$ cat src/pkg/io_glue_defines.svh
`ifndef IO_GLUE_DEFINES_SVH
`define IO_GLUE_DEFINES_SVH

// ****************************************
// Clock
// ****************************************
`define CLK_PERIOD_NS 40

// ****************************************
// Peripheral timing, ns as printed
// ****************************************
`define ADDR_TO_READ_DATA_DELAY_NS 590
`define READ_STROBE_TO_DATA_DELAY_NS 255
`define WRITE_STROBE_LOW_WIDTH_NS 390

// ****************************************
// Derived cycle counts, least times rounded up
// ****************************************
`define ADDR_TO_READ_DATA_CYC ((`ADDR_TO_READ_DATA_DELAY_NS + `CLK_PERIOD_NS - 1) / `CLK_PERIOD_NS)
`define READ_STROBE_TO_DATA_CYC ((`READ_STROBE_TO_DATA_DELAY_NS + `CLK_PERIOD_NS - 1) / `CLK_PERIOD_NS)
`define WRITE_STROBE_LOW_CYC ((`WRITE_STROBE_LOW_WIDTH_NS + `CLK_PERIOD_NS - 1) / `CLK_PERIOD_NS)

// ****************************************
// Wait states per grade pairing
// ****************************************
`define WS_MATCHED 4'h0
`define WS_FAST_SLOW_READ 4'h0
`define WS_FAST_SLOW_WRITE 4'h2
`define WS_FAST_FAST_READ 4'h1
`define WS_FAST_FAST_WRITE 4'h1

// ****************************************
// Field positions of the strap word
// ****************************************
`define STRAP_FAST_CPU 0
`define STRAP_FAST_PERIPH 1
`define STRAP_WAIT_ALL_IO 2
`define STRAP_SAME_WAITS 3
`define STRAP_DELAY_RD 4
`define STRAP_DELAY_WR 5
`define STRAP_EXTRA_LO 6
`define STRAP_EXTRA_HI 7
`define STRAP_WIDTH 8
`define STRAP_RESET 8'h00

// ****************************************
// Counter limits
// ****************************************
`define CNT_WIDTH 5
`define CNT_MAX 5'h1F

`endif

$ cat src/pkg/io_glue_pkg.sv
`include "io_glue_defines.svh"

package io_glue_pkg;

	// ****************************************
	// Processor side pins
	// ****************************************
	typedef struct packed {
		logic ioRequestN;
		logic m1N;
		logic rdN;
		logic wrN;
		logic addrHit;
	} cpu_bus_t;

	// ****************************************
	// Peripheral side pins
	// ****************************************
	typedef struct packed {
		logic selectN;
		logic rdN;
		logic wrN;
		logic interruptAckN;
	} periph_bus_t;

	// ****************************************
	// Board straps
	// ****************************************
	typedef struct packed {
		logic [1:0] extraWaits;
		logic delayWr;
		logic delayRd;
		logic sameWaits;
		logic waitAllIo;
		logic fastPeriph;
		logic fastCpu;
	} strap_t;

	typedef enum logic [1:0] {
		CYC_IDLE = 2'b00,
		CYC_ACTIVE = 2'b01,
		CYC_DONE = 2'b10
	} cycle_state_t;

endpackage : io_glue_pkg

$ cat src/hdl/io_cycle_wait_state_glue.sv
// Function
// - Peripheral select low only for decoded address with I/O request active.
// - Matched grades need no waits; optional extra waits absorb system delays.
// - Same wait count for reads and writes keeps the generator simple.
// - Waits counted in clocks, on every I/O cycle or peripheral ones only.
// - Fast processor: delay read strobe fall to a rising clock edge.
// - Fast processor: delay write strobe fall to a rising clock edge.
// - Read waits until address-to-data and strobe-to-data delays have passed.
// - Write waits until the write strobe has been low long enough.
// - Fast processor, slow peripheral: two extra waits per write cycle.
// - Fast processor, fast peripheral: one extra wait per read cycle.
// - Fast processor, fast peripheral: one extra wait per write cycle.
// - Interrupt acknowledge held inactive and stable through the peripheral strobe.
`timescale 1ns/1ns
`include "io_glue_defines.svh"

module io_cycle_wait_state_glue (
	// Clock and reset
	input wire logic core_clk,
	input wire logic clkEn,
	input wire logic nrst,
	// Processor bus, clocked by the system clock
	input wire io_glue_pkg::cpu_bus_t cpuBus,
	output logic cpuWaitN,
	// Peripheral register port
	output io_glue_pkg::periph_bus_t periphBus,
	// Board straps
	input wire io_glue_pkg::strap_t strapPins,
	// Status
	output logic cycleBusy
);
	import io_glue_pkg::*;

	// ****************************************
	// State
	// ****************************************
	typedef struct packed {
		cycle_state_t phase;
		logic isWrite;
		logic isPeriph;
		logic rdDelayed;
		logic wrDelayed;
		logic [3:0] waitStates;
		logic waitN;
	} glue_state_t;

	glue_state_t state_r;
	glue_state_t state_nxt;

	strap_t straps;
	logic [`STRAP_WIDTH-1:0] strapSync;
	logic ioCycle;
	logic periphHit;
	logic cycleStart;
	logic cycleActive;
	logic strobeLow;
	logic cpuStrobeLow;
	logic counterBusy;
	logic [3:0] readWaits;
	logic [3:0] writeWaits;
	logic [3:0] chosenWaits;
	logic [`CNT_WIDTH-1:0] startTarget;
	logic [`CNT_WIDTH-1:0] strobeTarget;
	logic rdOut;
	logic wrOut;

	// ****************************************
	// Straps are board pins, so they are synchronised
	// ****************************************
	strap_sync u_strap_sync (
		.core_clk(core_clk),
		.clkEn(clkEn),
		.nrst(nrst),
		.pinIn(strapPins),
		.syncOut(strapSync)
	);

	assign straps = strap_t'(strapSync);

	// ****************************************
	// Cycle qualification
	// ****************************************
	// Interrupt acknowledge uses I/O request with M1; not an I/O cycle here
	assign ioCycle = !cpuBus.ioRequestN && cpuBus.m1N;
	assign periphHit = ioCycle && cpuBus.addrHit;
	assign cpuStrobeLow = !cpuBus.rdN || !cpuBus.wrN;

	// ****************************************
	// Wait states per grade pairing
	// ****************************************
	always_comb begin
		readWaits = `WS_MATCHED;
		writeWaits = `WS_MATCHED;
		if (straps.fastCpu) begin
			if (straps.fastPeriph) begin
				readWaits = `WS_FAST_FAST_READ;
				writeWaits = `WS_FAST_FAST_WRITE;
			end else begin
				readWaits = `WS_FAST_SLOW_READ;
				writeWaits = `WS_FAST_SLOW_WRITE;
			end
		end
		readWaits = readWaits + {2'b00, straps.extraWaits};
		writeWaits = writeWaits + {2'b00, straps.extraWaits};
		if (straps.sameWaits) begin
			// Larger of the two, so neither direction is shortchanged
			if (readWaits > writeWaits) begin
				writeWaits = readWaits;
			end else begin
				readWaits = writeWaits;
			end
		end
	end

	// ****************************************
	// Cycle sequencer
	// ****************************************
	always_comb begin
		state_nxt = state_r;
		cycleStart = 1'b0;
		case (state_r.phase)
			CYC_IDLE: begin
				// Direction known once a strobe shows; wait states apply from then
				if (ioCycle && cpuStrobeLow && (periphHit || straps.waitAllIo)) begin
					cycleStart = 1'b1;
					state_nxt.phase = CYC_ACTIVE;
					state_nxt.isWrite = !cpuBus.wrN;
					state_nxt.isPeriph = periphHit;
					state_nxt.waitStates = !cpuBus.wrN ? writeWaits : readWaits;
				end
			end
			CYC_ACTIVE: begin
				if (cpuBus.ioRequestN) begin
					state_nxt.phase = CYC_IDLE;
				end else if (!counterBusy) begin
					state_nxt.phase = CYC_DONE;
				end
			end
			CYC_DONE: begin
				if (cpuBus.ioRequestN) begin
					state_nxt.phase = CYC_IDLE;
				end
			end
			default: begin
				state_nxt.phase = CYC_IDLE;
			end
		endcase

		// Fall resolved on a rising clock edge, rise passes at once
		state_nxt.rdDelayed = !cpuBus.rdN && ioCycle;
		state_nxt.wrDelayed = !cpuBus.wrN && ioCycle;
		state_nxt.waitN = !(cycleStart || (state_r.phase == CYC_ACTIVE && counterBusy && !cpuBus.ioRequestN));
	end

	always_ff @(posedge core_clk) begin
		if (!nrst) begin
			state_r <= '{phase: CYC_IDLE, isWrite: 1'b0, isPeriph: 1'b0, rdDelayed: 1'b0,
				wrDelayed: 1'b0, waitStates: 4'h0, waitN: 1'b1};
		end else if (clkEn) begin
			state_r <= state_nxt;
		end
	end

	// ****************************************
	// Peripheral strobes
	// ****************************************
	always_comb begin
		if (straps.fastCpu && straps.delayRd) begin
			rdOut = !(state_r.rdDelayed && !cpuBus.rdN);
		end else begin
			rdOut = cpuBus.rdN;
		end
		if (straps.fastCpu && straps.delayWr) begin
			wrOut = !(state_r.wrDelayed && !cpuBus.wrN);
		end else begin
			wrOut = cpuBus.wrN;
		end
	end

	assign periphBus.selectN = !periphHit;
	assign periphBus.rdN = rdOut || !ioCycle;
	assign periphBus.wrN = wrOut || !ioCycle;
	// Acknowledge sequencing is not done here; held inactive and stable
	assign periphBus.interruptAckN = 1'b1;

	// ****************************************
	// Wait timing targets
	// ****************************************
	assign strobeLow = state_r.isWrite ? !periphBus.wrN : !periphBus.rdN;
	assign cycleActive = cycleStart || (state_r.phase == CYC_ACTIVE && !cpuBus.ioRequestN);

	always_comb begin
		chosenWaits = cycleStart ? (!cpuBus.wrN ? writeWaits : readWaits) : state_r.waitStates;
		startTarget = {1'b0, chosenWaits};
		strobeTarget = '0;
		// Peripheral timing only matters for cycles that address it
		if (cycleStart ? periphHit : state_r.isPeriph) begin
			if (cycleStart ? !cpuBus.wrN : state_r.isWrite) begin
				strobeTarget = `CNT_WIDTH'(`WRITE_STROBE_LOW_CYC);
			end else begin
				if (startTarget < `CNT_WIDTH'(`ADDR_TO_READ_DATA_CYC))
					startTarget = `CNT_WIDTH'(`ADDR_TO_READ_DATA_CYC);
				strobeTarget = `CNT_WIDTH'(`READ_STROBE_TO_DATA_CYC);
			end
		end
	end

	wait_counter u_wait_counter (
		.core_clk(core_clk),
		.clkEn(clkEn),
		.nrst(nrst),
		.cycleStart(cycleStart),
		.cycleActive(cycleActive),
		.strobeLow(strobeLow),
		.sinceStartTarget(startTarget),
		.sinceStrobeTarget(strobeTarget),
		.busy(counterBusy)
	);

	// Wait asserted combinationally so the first wait clock is not missed
	assign cpuWaitN = !(cycleActive && counterBusy);
	assign cycleBusy = state_r.phase == CYC_ACTIVE;
endmodule : io_cycle_wait_state_glue

$ cat src/hdl/strap_sync.sv
`timescale 1ns/1ns
`include "io_glue_defines.svh"

module strap_sync (
	// Clock and reset
	input wire logic core_clk,
	input wire logic clkEn,
	input wire logic nrst,
	// Pins
	input wire logic [`STRAP_WIDTH-1:0] pinIn,
	output logic [`STRAP_WIDTH-1:0] syncOut
);
	typedef struct packed {
		logic [`STRAP_WIDTH-1:0] ff1;
		logic [`STRAP_WIDTH-1:0] ff2;
		logic [`STRAP_WIDTH-1:0] ff3;
		logic [`STRAP_WIDTH-1:0] stable;
	} sync_state_t;

	sync_state_t state_r;
	sync_state_t state_nxt;

	// ****************************************
	// Per bit: accept a change once ff2 and ff3 agree
	// ****************************************
	genvar i;
	generate
		for (i = 0; i < `STRAP_WIDTH; i++) begin : g_bit
			always_comb begin
				state_nxt.ff1[i] = pinIn[i];
				state_nxt.ff2[i] = state_r.ff1[i];
				state_nxt.ff3[i] = state_r.ff2[i];
				state_nxt.stable[i] = (state_r.ff2[i] == state_r.ff3[i]) ? state_r.ff3[i] : state_r.stable[i];
			end
		end
	endgenerate

	always_ff @(posedge core_clk) begin
		if (!nrst) begin
			state_r <= '0;
		end else if (clkEn) begin
			state_r <= state_nxt;
		end
	end

	assign syncOut = state_r.stable;
endmodule : strap_sync

$ cat src/hdl/wait_counter.sv
`timescale 1ns/1ns
`include "io_glue_defines.svh"

module wait_counter (
	// Clock and reset
	input wire logic core_clk,
	input wire logic clkEn,
	input wire logic nrst,
	// Cycle tracking
	input wire logic cycleStart,
	input wire logic cycleActive,
	input wire logic strobeLow,
	// Targets in clock periods
	input wire logic [`CNT_WIDTH-1:0] sinceStartTarget,
	input wire logic [`CNT_WIDTH-1:0] sinceStrobeTarget,
	// Result
	output logic busy
);
	typedef struct packed {
		logic [`CNT_WIDTH-1:0] startCnt;
		logic [`CNT_WIDTH-1:0] strobeCnt;
	} cnt_state_t;

	cnt_state_t state_r;
	cnt_state_t state_nxt;

	always_comb begin
		state_nxt = state_r;
		if (cycleStart) begin
			state_nxt.startCnt = `CNT_WIDTH'(1);
			state_nxt.strobeCnt = '0;
		end else if (cycleActive) begin
			if (state_r.startCnt != `CNT_MAX)
				state_nxt.startCnt = state_r.startCnt + `CNT_WIDTH'(1);
			if (strobeLow && state_r.strobeCnt != `CNT_MAX)
				state_nxt.strobeCnt = state_r.strobeCnt + `CNT_WIDTH'(1);
		end
	end

	always_ff @(posedge core_clk) begin
		if (!nrst) begin
			state_r <= '0;
		end else if (clkEn) begin
			state_r <= state_nxt;
		end
	end

	// Strobe time only counts once the peripheral strobe is really low
	// Zero targets let the start cycle pass unwaited, as matched grades need
	assign busy = cycleActive && (cycleStart ? (sinceStartTarget != '0 || sinceStrobeTarget != '0) :
		(state_r.startCnt < sinceStartTarget || state_r.strobeCnt < sinceStrobeTarget));
endmodule : wait_counter

$ cat config.mk
export PLATFORM = sky130hd
export DESIGN_NAME = io_cycle_wait_state_glue
export DESIGN_NICKNAME = d
export VERILOG_FILES = /design/src/pkg/io_glue_pkg.sv /design/src/hdl/io_cycle_wait_state_glue.sv /design/src/hdl/strap_sync.sv /design/src/hdl/wait_counter.sv
export VERILOG_INCLUDE_DIRS = /design/src /design/src/pkg
export SDC_FILE = /design/constraint.sdc
export NUM_CORES = 1
export LEC_CHECK = 0
export BUFFER_PORTS_ARGS = -buffer_cell sky130_fd_sc_hd__buf_2
export CAP_MARGIN = 20
export CORE_ASPECT_RATIO = 0.8
export CORE_MARGIN = 2
export CORE_UTILIZATION = 50
export CTS_CLUSTER_DIAMETER = 120
export DETAILED_ROUTE_END_ITERATION = 6
export PLACE_DENSITY = 0.78
export SYNTH_ARGS = -nofsm -noshare
export SYNTH_HDL_FRONTEND = slang
export SYNTH_SLANG_ARGS = --single-unit
export TNS_END_PERCENT = 5
$ cat constraint.sdc
create_clock -name core_clk -period 3.25 [get_ports core_clk]
set_input_delay 0.65 -clock core_clk [delete_from_list [all_inputs] [get_ports core_clk]]
set_output_delay 0.65 -clock core_clk [all_outputs]
set_load 0.03 [all_outputs]
* Word-level counts from Yosys, hierarchy flattened
Index checks and enable logic that the tools add are counted.
** Storage, ports and cells
- Bits of input ports :: 16
- Bits in registers :: 52
** Cells by class
- Order comparisons :: 4
- Multiplexer cells :: 31
- Reduce and logical (&&, ||, !) cells :: 49
- Add/sub/neg operators :: 4
- Equal/unequal tests :: 15
** Operators with widths (count)
- $mux 4 :: 11
- $mux 10 :: 2
- $reduce_and 2->1 :: 8
- $logic_and 1x1->1 :: 14
- $add 5x1->5 const B :: 2
- $logic_not 1->1 :: 10
- $lt 5x4->1 :: 2
- $mux 1 :: 10
- $mux 2 :: 5
- $mux 5 :: 2
- $ne 5x5->1 const B :: 2
- $reduce_bool 5->1 :: 2
- $reduce_and 3->1 :: 3
- $add 4x2->4 :: 2
- $eq 1x1->1 :: 8
- $logic_or 1x1->1 :: 7
- $pmux 2 s3 :: 1
- $reduce_bool 2->1 :: 3
- $gt 4x4->1 :: 1
- $lt 4x4->1 const B :: 1
- $ne 2x2->1 const B :: 2
- $reduce_and 4->1 :: 1
- $ne 3x3->1 const B :: 1
- $eq 2x1->1 const B :: 1
- 2 further kinds :: 2

* Longest topological paths before layout
- Depth in word-level cells :: 19
- Depth in mapped cells :: 14
- Gate-level depth less buffers :: 14

* Cells and area by module
A second synthesis with hierarchy kept.
** Unflattened totals
- Cells, all modules :: 306
- Area, all modules :: 2877.8 um^2
** Modules (own cells, without submodules)
- strap_sync :: sequential area each 640.6 um^2, times used 1, area an instance 1462.7 um^2, cells each 138
- wait_counter :: sequential area each 200.2 um^2, times used 1, area an instance 738.2 um^2, cells each 85
- io_cycle_wait_state_glue :: sequential area each 180.2 um^2, times used 1, area an instance 676.9 um^2, cells each 83

* Least setup slack after synthesis
No wires, ideal clock.
- Kind :: reg-to-output
- Start point :: register u_strap_sync.state_r (netlist bit u_strap_sync.syncOut[0])
- End point :: output cpuWaitN
- Slack :: -290 ps
- Data arrival time :: 2890 ps
- Data required time :: 2600 ps
- Stages on the path, launching flop included :: 14
- Cells stage by stage :: dfxtp_1 > nor2b_1 > ha_1 > a21oi_1 > ha_1 > and3b_1 > nor3b_1 > o32a_1 > o32ai_1 > ha_1 > a21o_1 > a2111oi_0 > a22oi_1 > o21a_1
** Between the ends
- Cells in the longest elaborated chain, start to end :: 17
** RTL lines
- from (decl) :: RTL line strap_sync.sv:20 : sync_state_t state_r;
- from (signal assigned) :: RTL line strap_sync.sv:42 : state_r <= state_nxt;
- $mux 1 / $mux 2 (equally long branches) :: RTL line io_cycle_wait_state_glue.sv:94 : if (straps.fastCpu) begin
- $add 4x2->4 (on tied branches) :: RTL line io_cycle_wait_state_glue.sv:103, io_cycle_wait_state_glue.sv:104
- $gt 4x4->1 :: RTL line io_cycle_wait_state_glue.sv:107 : if (readWaits > writeWaits) begin
- $mux 4 :: RTL line io_cycle_wait_state_glue.sv:107
- $mux 4 :: RTL line io_cycle_wait_state_glue.sv:105 : if (straps.sameWaits) begin
- $mux 4 * (2 in series) :: RTL line io_cycle_wait_state_glue.sv:193 : chosenWaits = cycleStart ? (!cpuBus.wrN ? writeWaits : readWaits) : state_r.waitStates;
- $lt 4x4->1 :: RTL line io_cycle_wait_state_glue.sv:201 : if (startTarget < `CNT_WIDTH'(`ADDR_TO_READ_DATA_CYC))
- $mux 4 :: RTL line io_cycle_wait_state_glue.sv:201
- $mux 4 :: RTL line io_cycle_wait_state_glue.sv:198 : if (cycleStart ? !cpuBus.wrN : state_r.isWrite) begin
- $mux 4 * :: RTL line io_cycle_wait_state_glue.sv:197 : if (cycleStart ? periphHit : state_r.isPeriph) begin
- $lt 5x4->1 / $reduce_bool 5->1 (equally long branches) :: RTL line wait_counter.sv:51, wait_counter.sv:50
- $logic_or 1x1->1 (on tied branches) :: RTL line wait_counter.sv:51, wait_counter.sv:50
- $mux 1 * :: RTL line wait_counter.sv:50 : assign busy = cycleActive && (cycleStart ? (sinceStartTarget != '0 || sinceStrobeTarget != '0) :
- $logic_and 1x1->1 * :: RTL line wait_counter.sv:50
- $logic_and 1x1->1 * :: RTL line io_cycle_wait_state_glue.sv:221 : assign cpuWaitN = !(cycleActive && counterBusy);
- $logic_not 1->1 * :: RTL line io_cycle_wait_state_glue.sv:221
- to (decl) :: RTL line io_cycle_wait_state_glue.sv:24 : output logic cpuWaitN,
Every way passes the cells marked *; elsewhere a longest branch is shown, timed or not.

* Worst setup path after layout
Ends and elaborated chain as after synthesis.

==> results by group <==
Clocking
  • CTS tree: done
  • Hold-fix buffers at CTS: 0
  • Clock-pin slew on the worst setup and hold paths: 0.09 ns
  • Num CTS Buffers: 5
  • Clock buffer depth: 2
  • Clock root buffer: clkbuf_8
  • CTS H-tree lvls: 2
  • Clock sinks: 51
  • Worst skew pair latency: 0.31 ns

Critical path
  • WP depth: 14
  • Worst setup SP type: flip-flop
  • CP Buf/Inv Count: 1
  • Worst-path maximum fanout: 3
  • Critical Path Start: u_strap_sync.syncOut[0]
  • CP top delay family: compound AO/OA/AOI/OAI gates
  • FF-to-FF path depth: 15
  • Critical Path End: cpuWaitN
  • CP dominant cell by count: ha_2
  • CP Cell Sequence: nor2b_4 -> ha_4 -> a21oi_4 -> ha_2 -> and3b_2 -> nor3_2 -> o32a_1 -> o32ai_2 -> ha_2 -> a21o_1 -> a2111oi_4 -> a22oi_2 -> o21a_2 -> buf_6
  • Crit path arrival time: 3.34 ns
  • Critical path data required time: 2.60 ns
  • RR Endpoint: state_r[9]
  • Crit end category: primary output
  • Reg2reg setup slack: 0.06 ns
  • R2r startpoint: u_strap_sync.syncOut[0]
  • Slowest stage delay, CP: 0.39 ns
  • Kind of critical path: flip-flop to primary output
  • CP max stage cell: a2111oi_4

STA
  • Total negative slack: -0.7351 ns
  • Crit path time final: 3.985 ns
  • RSZ-0062 raised after global routing: true
  • Max-slew headroom: 0.5253
  • Pins Over Slew Limit: 0
  • Final Hold Viols: 0
  • Fin Clk Skew: 0.009718 ns
  • # setup viols final: 1
  • Worst-margin pin slew: 0.7113 ns
  • Min Hold Slack: 0.4788 ns
  • Fin crit share: 1.226
  • Fmax: 250.9 MHz
  • PnR worst setup slack: -0.7351 ns

Synthesis
  • Biggest area consumer among synthesized cells: dfxtp_1
  • Dominant synthesized flop cell: dfxtp_1
  • Synth area leaders: dfxtp_1, mux2i_1, ha_1, nor2_1, a21oi_1
  • Area share of the largest cell type after synthesis: 0.3994
  • Number of synthesized flops with an enable pin: 0
  • Mapped Area: 2556 sq um
  • Synth Net Count: 326
  • Count leader, synth: dfxtp_1
  • Async set-reset flop share out of synthesis: 0
  • Syn_area_per_cell: 8.665 sq um
  • Netlist cell types: 50
  • Ys Warns: 0
  • Seq/Total Area, Yosys: 0.3994
  • Syn Inst Count: 295
  • Seq cells post-synth: 51
  • Synth top cells by count: dfxtp_1, nor2_1, a21oi_1

Floorplanning
  • Starting Density: 0.5134
  • DIE AREA: 5704 sq um
  • Floorplan core area: 4979 sq um
  • Die height: 67.95 um
  • Site Rows: 23
  • I/O pin count: 22
  • Die outline width: 83.94 um

Global route
  • Number of antenna violations at the first check in global routing: 0
  • Grt ovf: 0
  • First-pass GRT wire length: 9639 um
  • Total GRT Usage: 0.2115
  • Largest net degree at the start of global routing: 26
  • Number of global-route vias before repair: 2069

Place
  • Post-Place Cells: 395
  • # port buffers: 20
  • Worst slack, placed: -0.3920 ns
  • Dpl cell area: 2944 sq um
  • Global placer's final weighted congestion: 0.8768
  • HPWL Detailed: 4214 um

Flow run
  • Max_cap viols: 0

Routing
  • Detail-routed via count per cell: 5.719
  • Iteration-0 DRC Markers: 173
  • WL final: 6494 um
  • Routed Antenna Nets: 0
  • Pre-antenna DRT Iters: 4
  • WL/cell: 15.88 um
  • Residual DRC: 0
  • DR vias: 2339

Power and ir drop
  • PwrDens: 356.4 nW/um^2
  • Maximum VDD drop: 0.0002727 V
  • LEAKAGE: 1.387 nW
  • Overall power: 1.139 mW

Finish
  • Ant diodes: 0
  • Finished Layout Cells: 409
  • Finished Cell Area: 3194 sq um
  • Area growth syn-to-layout: 24.96%
  • Finished Core Util: 0.6416
  • Nets@finish: 377
  • Layout cells sized above 1: 0.2594

Hold path
  • HP Class: flip-flop to flip-flop
  • HP Start: u_strap_sync.state_nxt[13]

Status
  • Status: complete, but fails checks
  • Failing checks: negative setup slack
## layout by cell type, fill, tap and decap left out, drive strengths merged, types with 2 or more instances in the layout
cell type,instances
and2,8
nand2,22
nor2b,6
a21oi,25
o211ai,2
a31oi,3
nand3b,2
clkbuf,5
ha,15
a32oi,4
dfxtp,51
a2111oi,2
clkinv,2
mux2i,23
inv,7
nor3,4
o31ai,2
and3,4
nor2,41
nand3,5
buf,58
nor3b,4
nand4,2
a21o,6
o21ai,22
## sequential cells by signal, summed over array words and instances (netlist names)
register                flops
u_wait_counter.state_r     10
u_strap_sync.syncOut        8
state_r                     9
u_strap_sync.state_r        8
u_strap_sync.state_nxt     16
## area by class of cell
class	instances	area, sq um
Fill cell	411	1784
Multi-Input combinational cell	224	1592
Sequential cell	51	1023
Timing Repair Buffer	58	391.6
Tap cell	62	77.57
Clock buffer	5	68.82
Inverter	6	22.52
Clock inverter	3	18.77
## worst register-to-register path, cell delays in order, from the launching register on
cell and delay (ns):
dfxtp_2 0.36, nor2b_4 0.17, ha_4 0.22, a21oi_4 0.20, ha_2 0.21, and3b_2 0.23, nor3_2 0.12, o32a_1 0.22
o32ai_2 0.09, ha_2 0.18, a21o_1 0.22, a2111oi_4 0.39, a22oi_2 0.11, buf_4 0.17, buf_4 0.12, a31oi_2 0.11
## power by group
part           leakage, nW  internal [mW]  switching (mW)
clock network       0.0483          0.152           0.221
registers            0.414          0.638         0.00854
logic                0.924         0.0505          0.0686
total                 1.39          0.840           0.298
## routing by layer
layer / global-route usage / wire length, um / up-vias
li1: - / - / 1156
met1: 0.2848 / 3069 / 1102
met2: 0.3530 / 3040 / 75
met3: 0.04946 / 341 / 6
met4: 0.04435 / 43 / 0
met5: 0 / 0 / -
## logic make-up (layout without fill, tap and decap cells)
group | count (synthesis) | count (layout) | synth area share
DFF | 51 | 51 | 0.3994
adders and majority gates | 15 | 15 | 0.07342
buffers and inverters | 20 | 72 | 0.03230
other | 1 | 1 | 0.001467
and+or+nand+nor | 108 | 108 | 0.2144
AOI/OAI and AO/OA | 76 | 76 | 0.1845
muxes | 24 | 24 | 0.09447
## worst min-delay path by stage
stage	end	cells after the start
after global routing	state_r[3]	2
after CTS	state_r[1]	2
after global placement	state_r[1]	2
after detailed placement	state_r[1]	2
after floorplan	state_r[1]	2
final	u_strap_sync.syncOut[5]	2
## what timing repair did
| item | in CTS | in global routing |
|---|---|---|
| endpoints found under the hold margin | 0 | 0 |
| setup endpoints to repair | 1 | 2 |
| gates resized for setup | 3 | 18 |
| pin swaps | 4 | 10 |
| setup buffers | 3 | 3 |
Power figures use the tool's default switching activity.
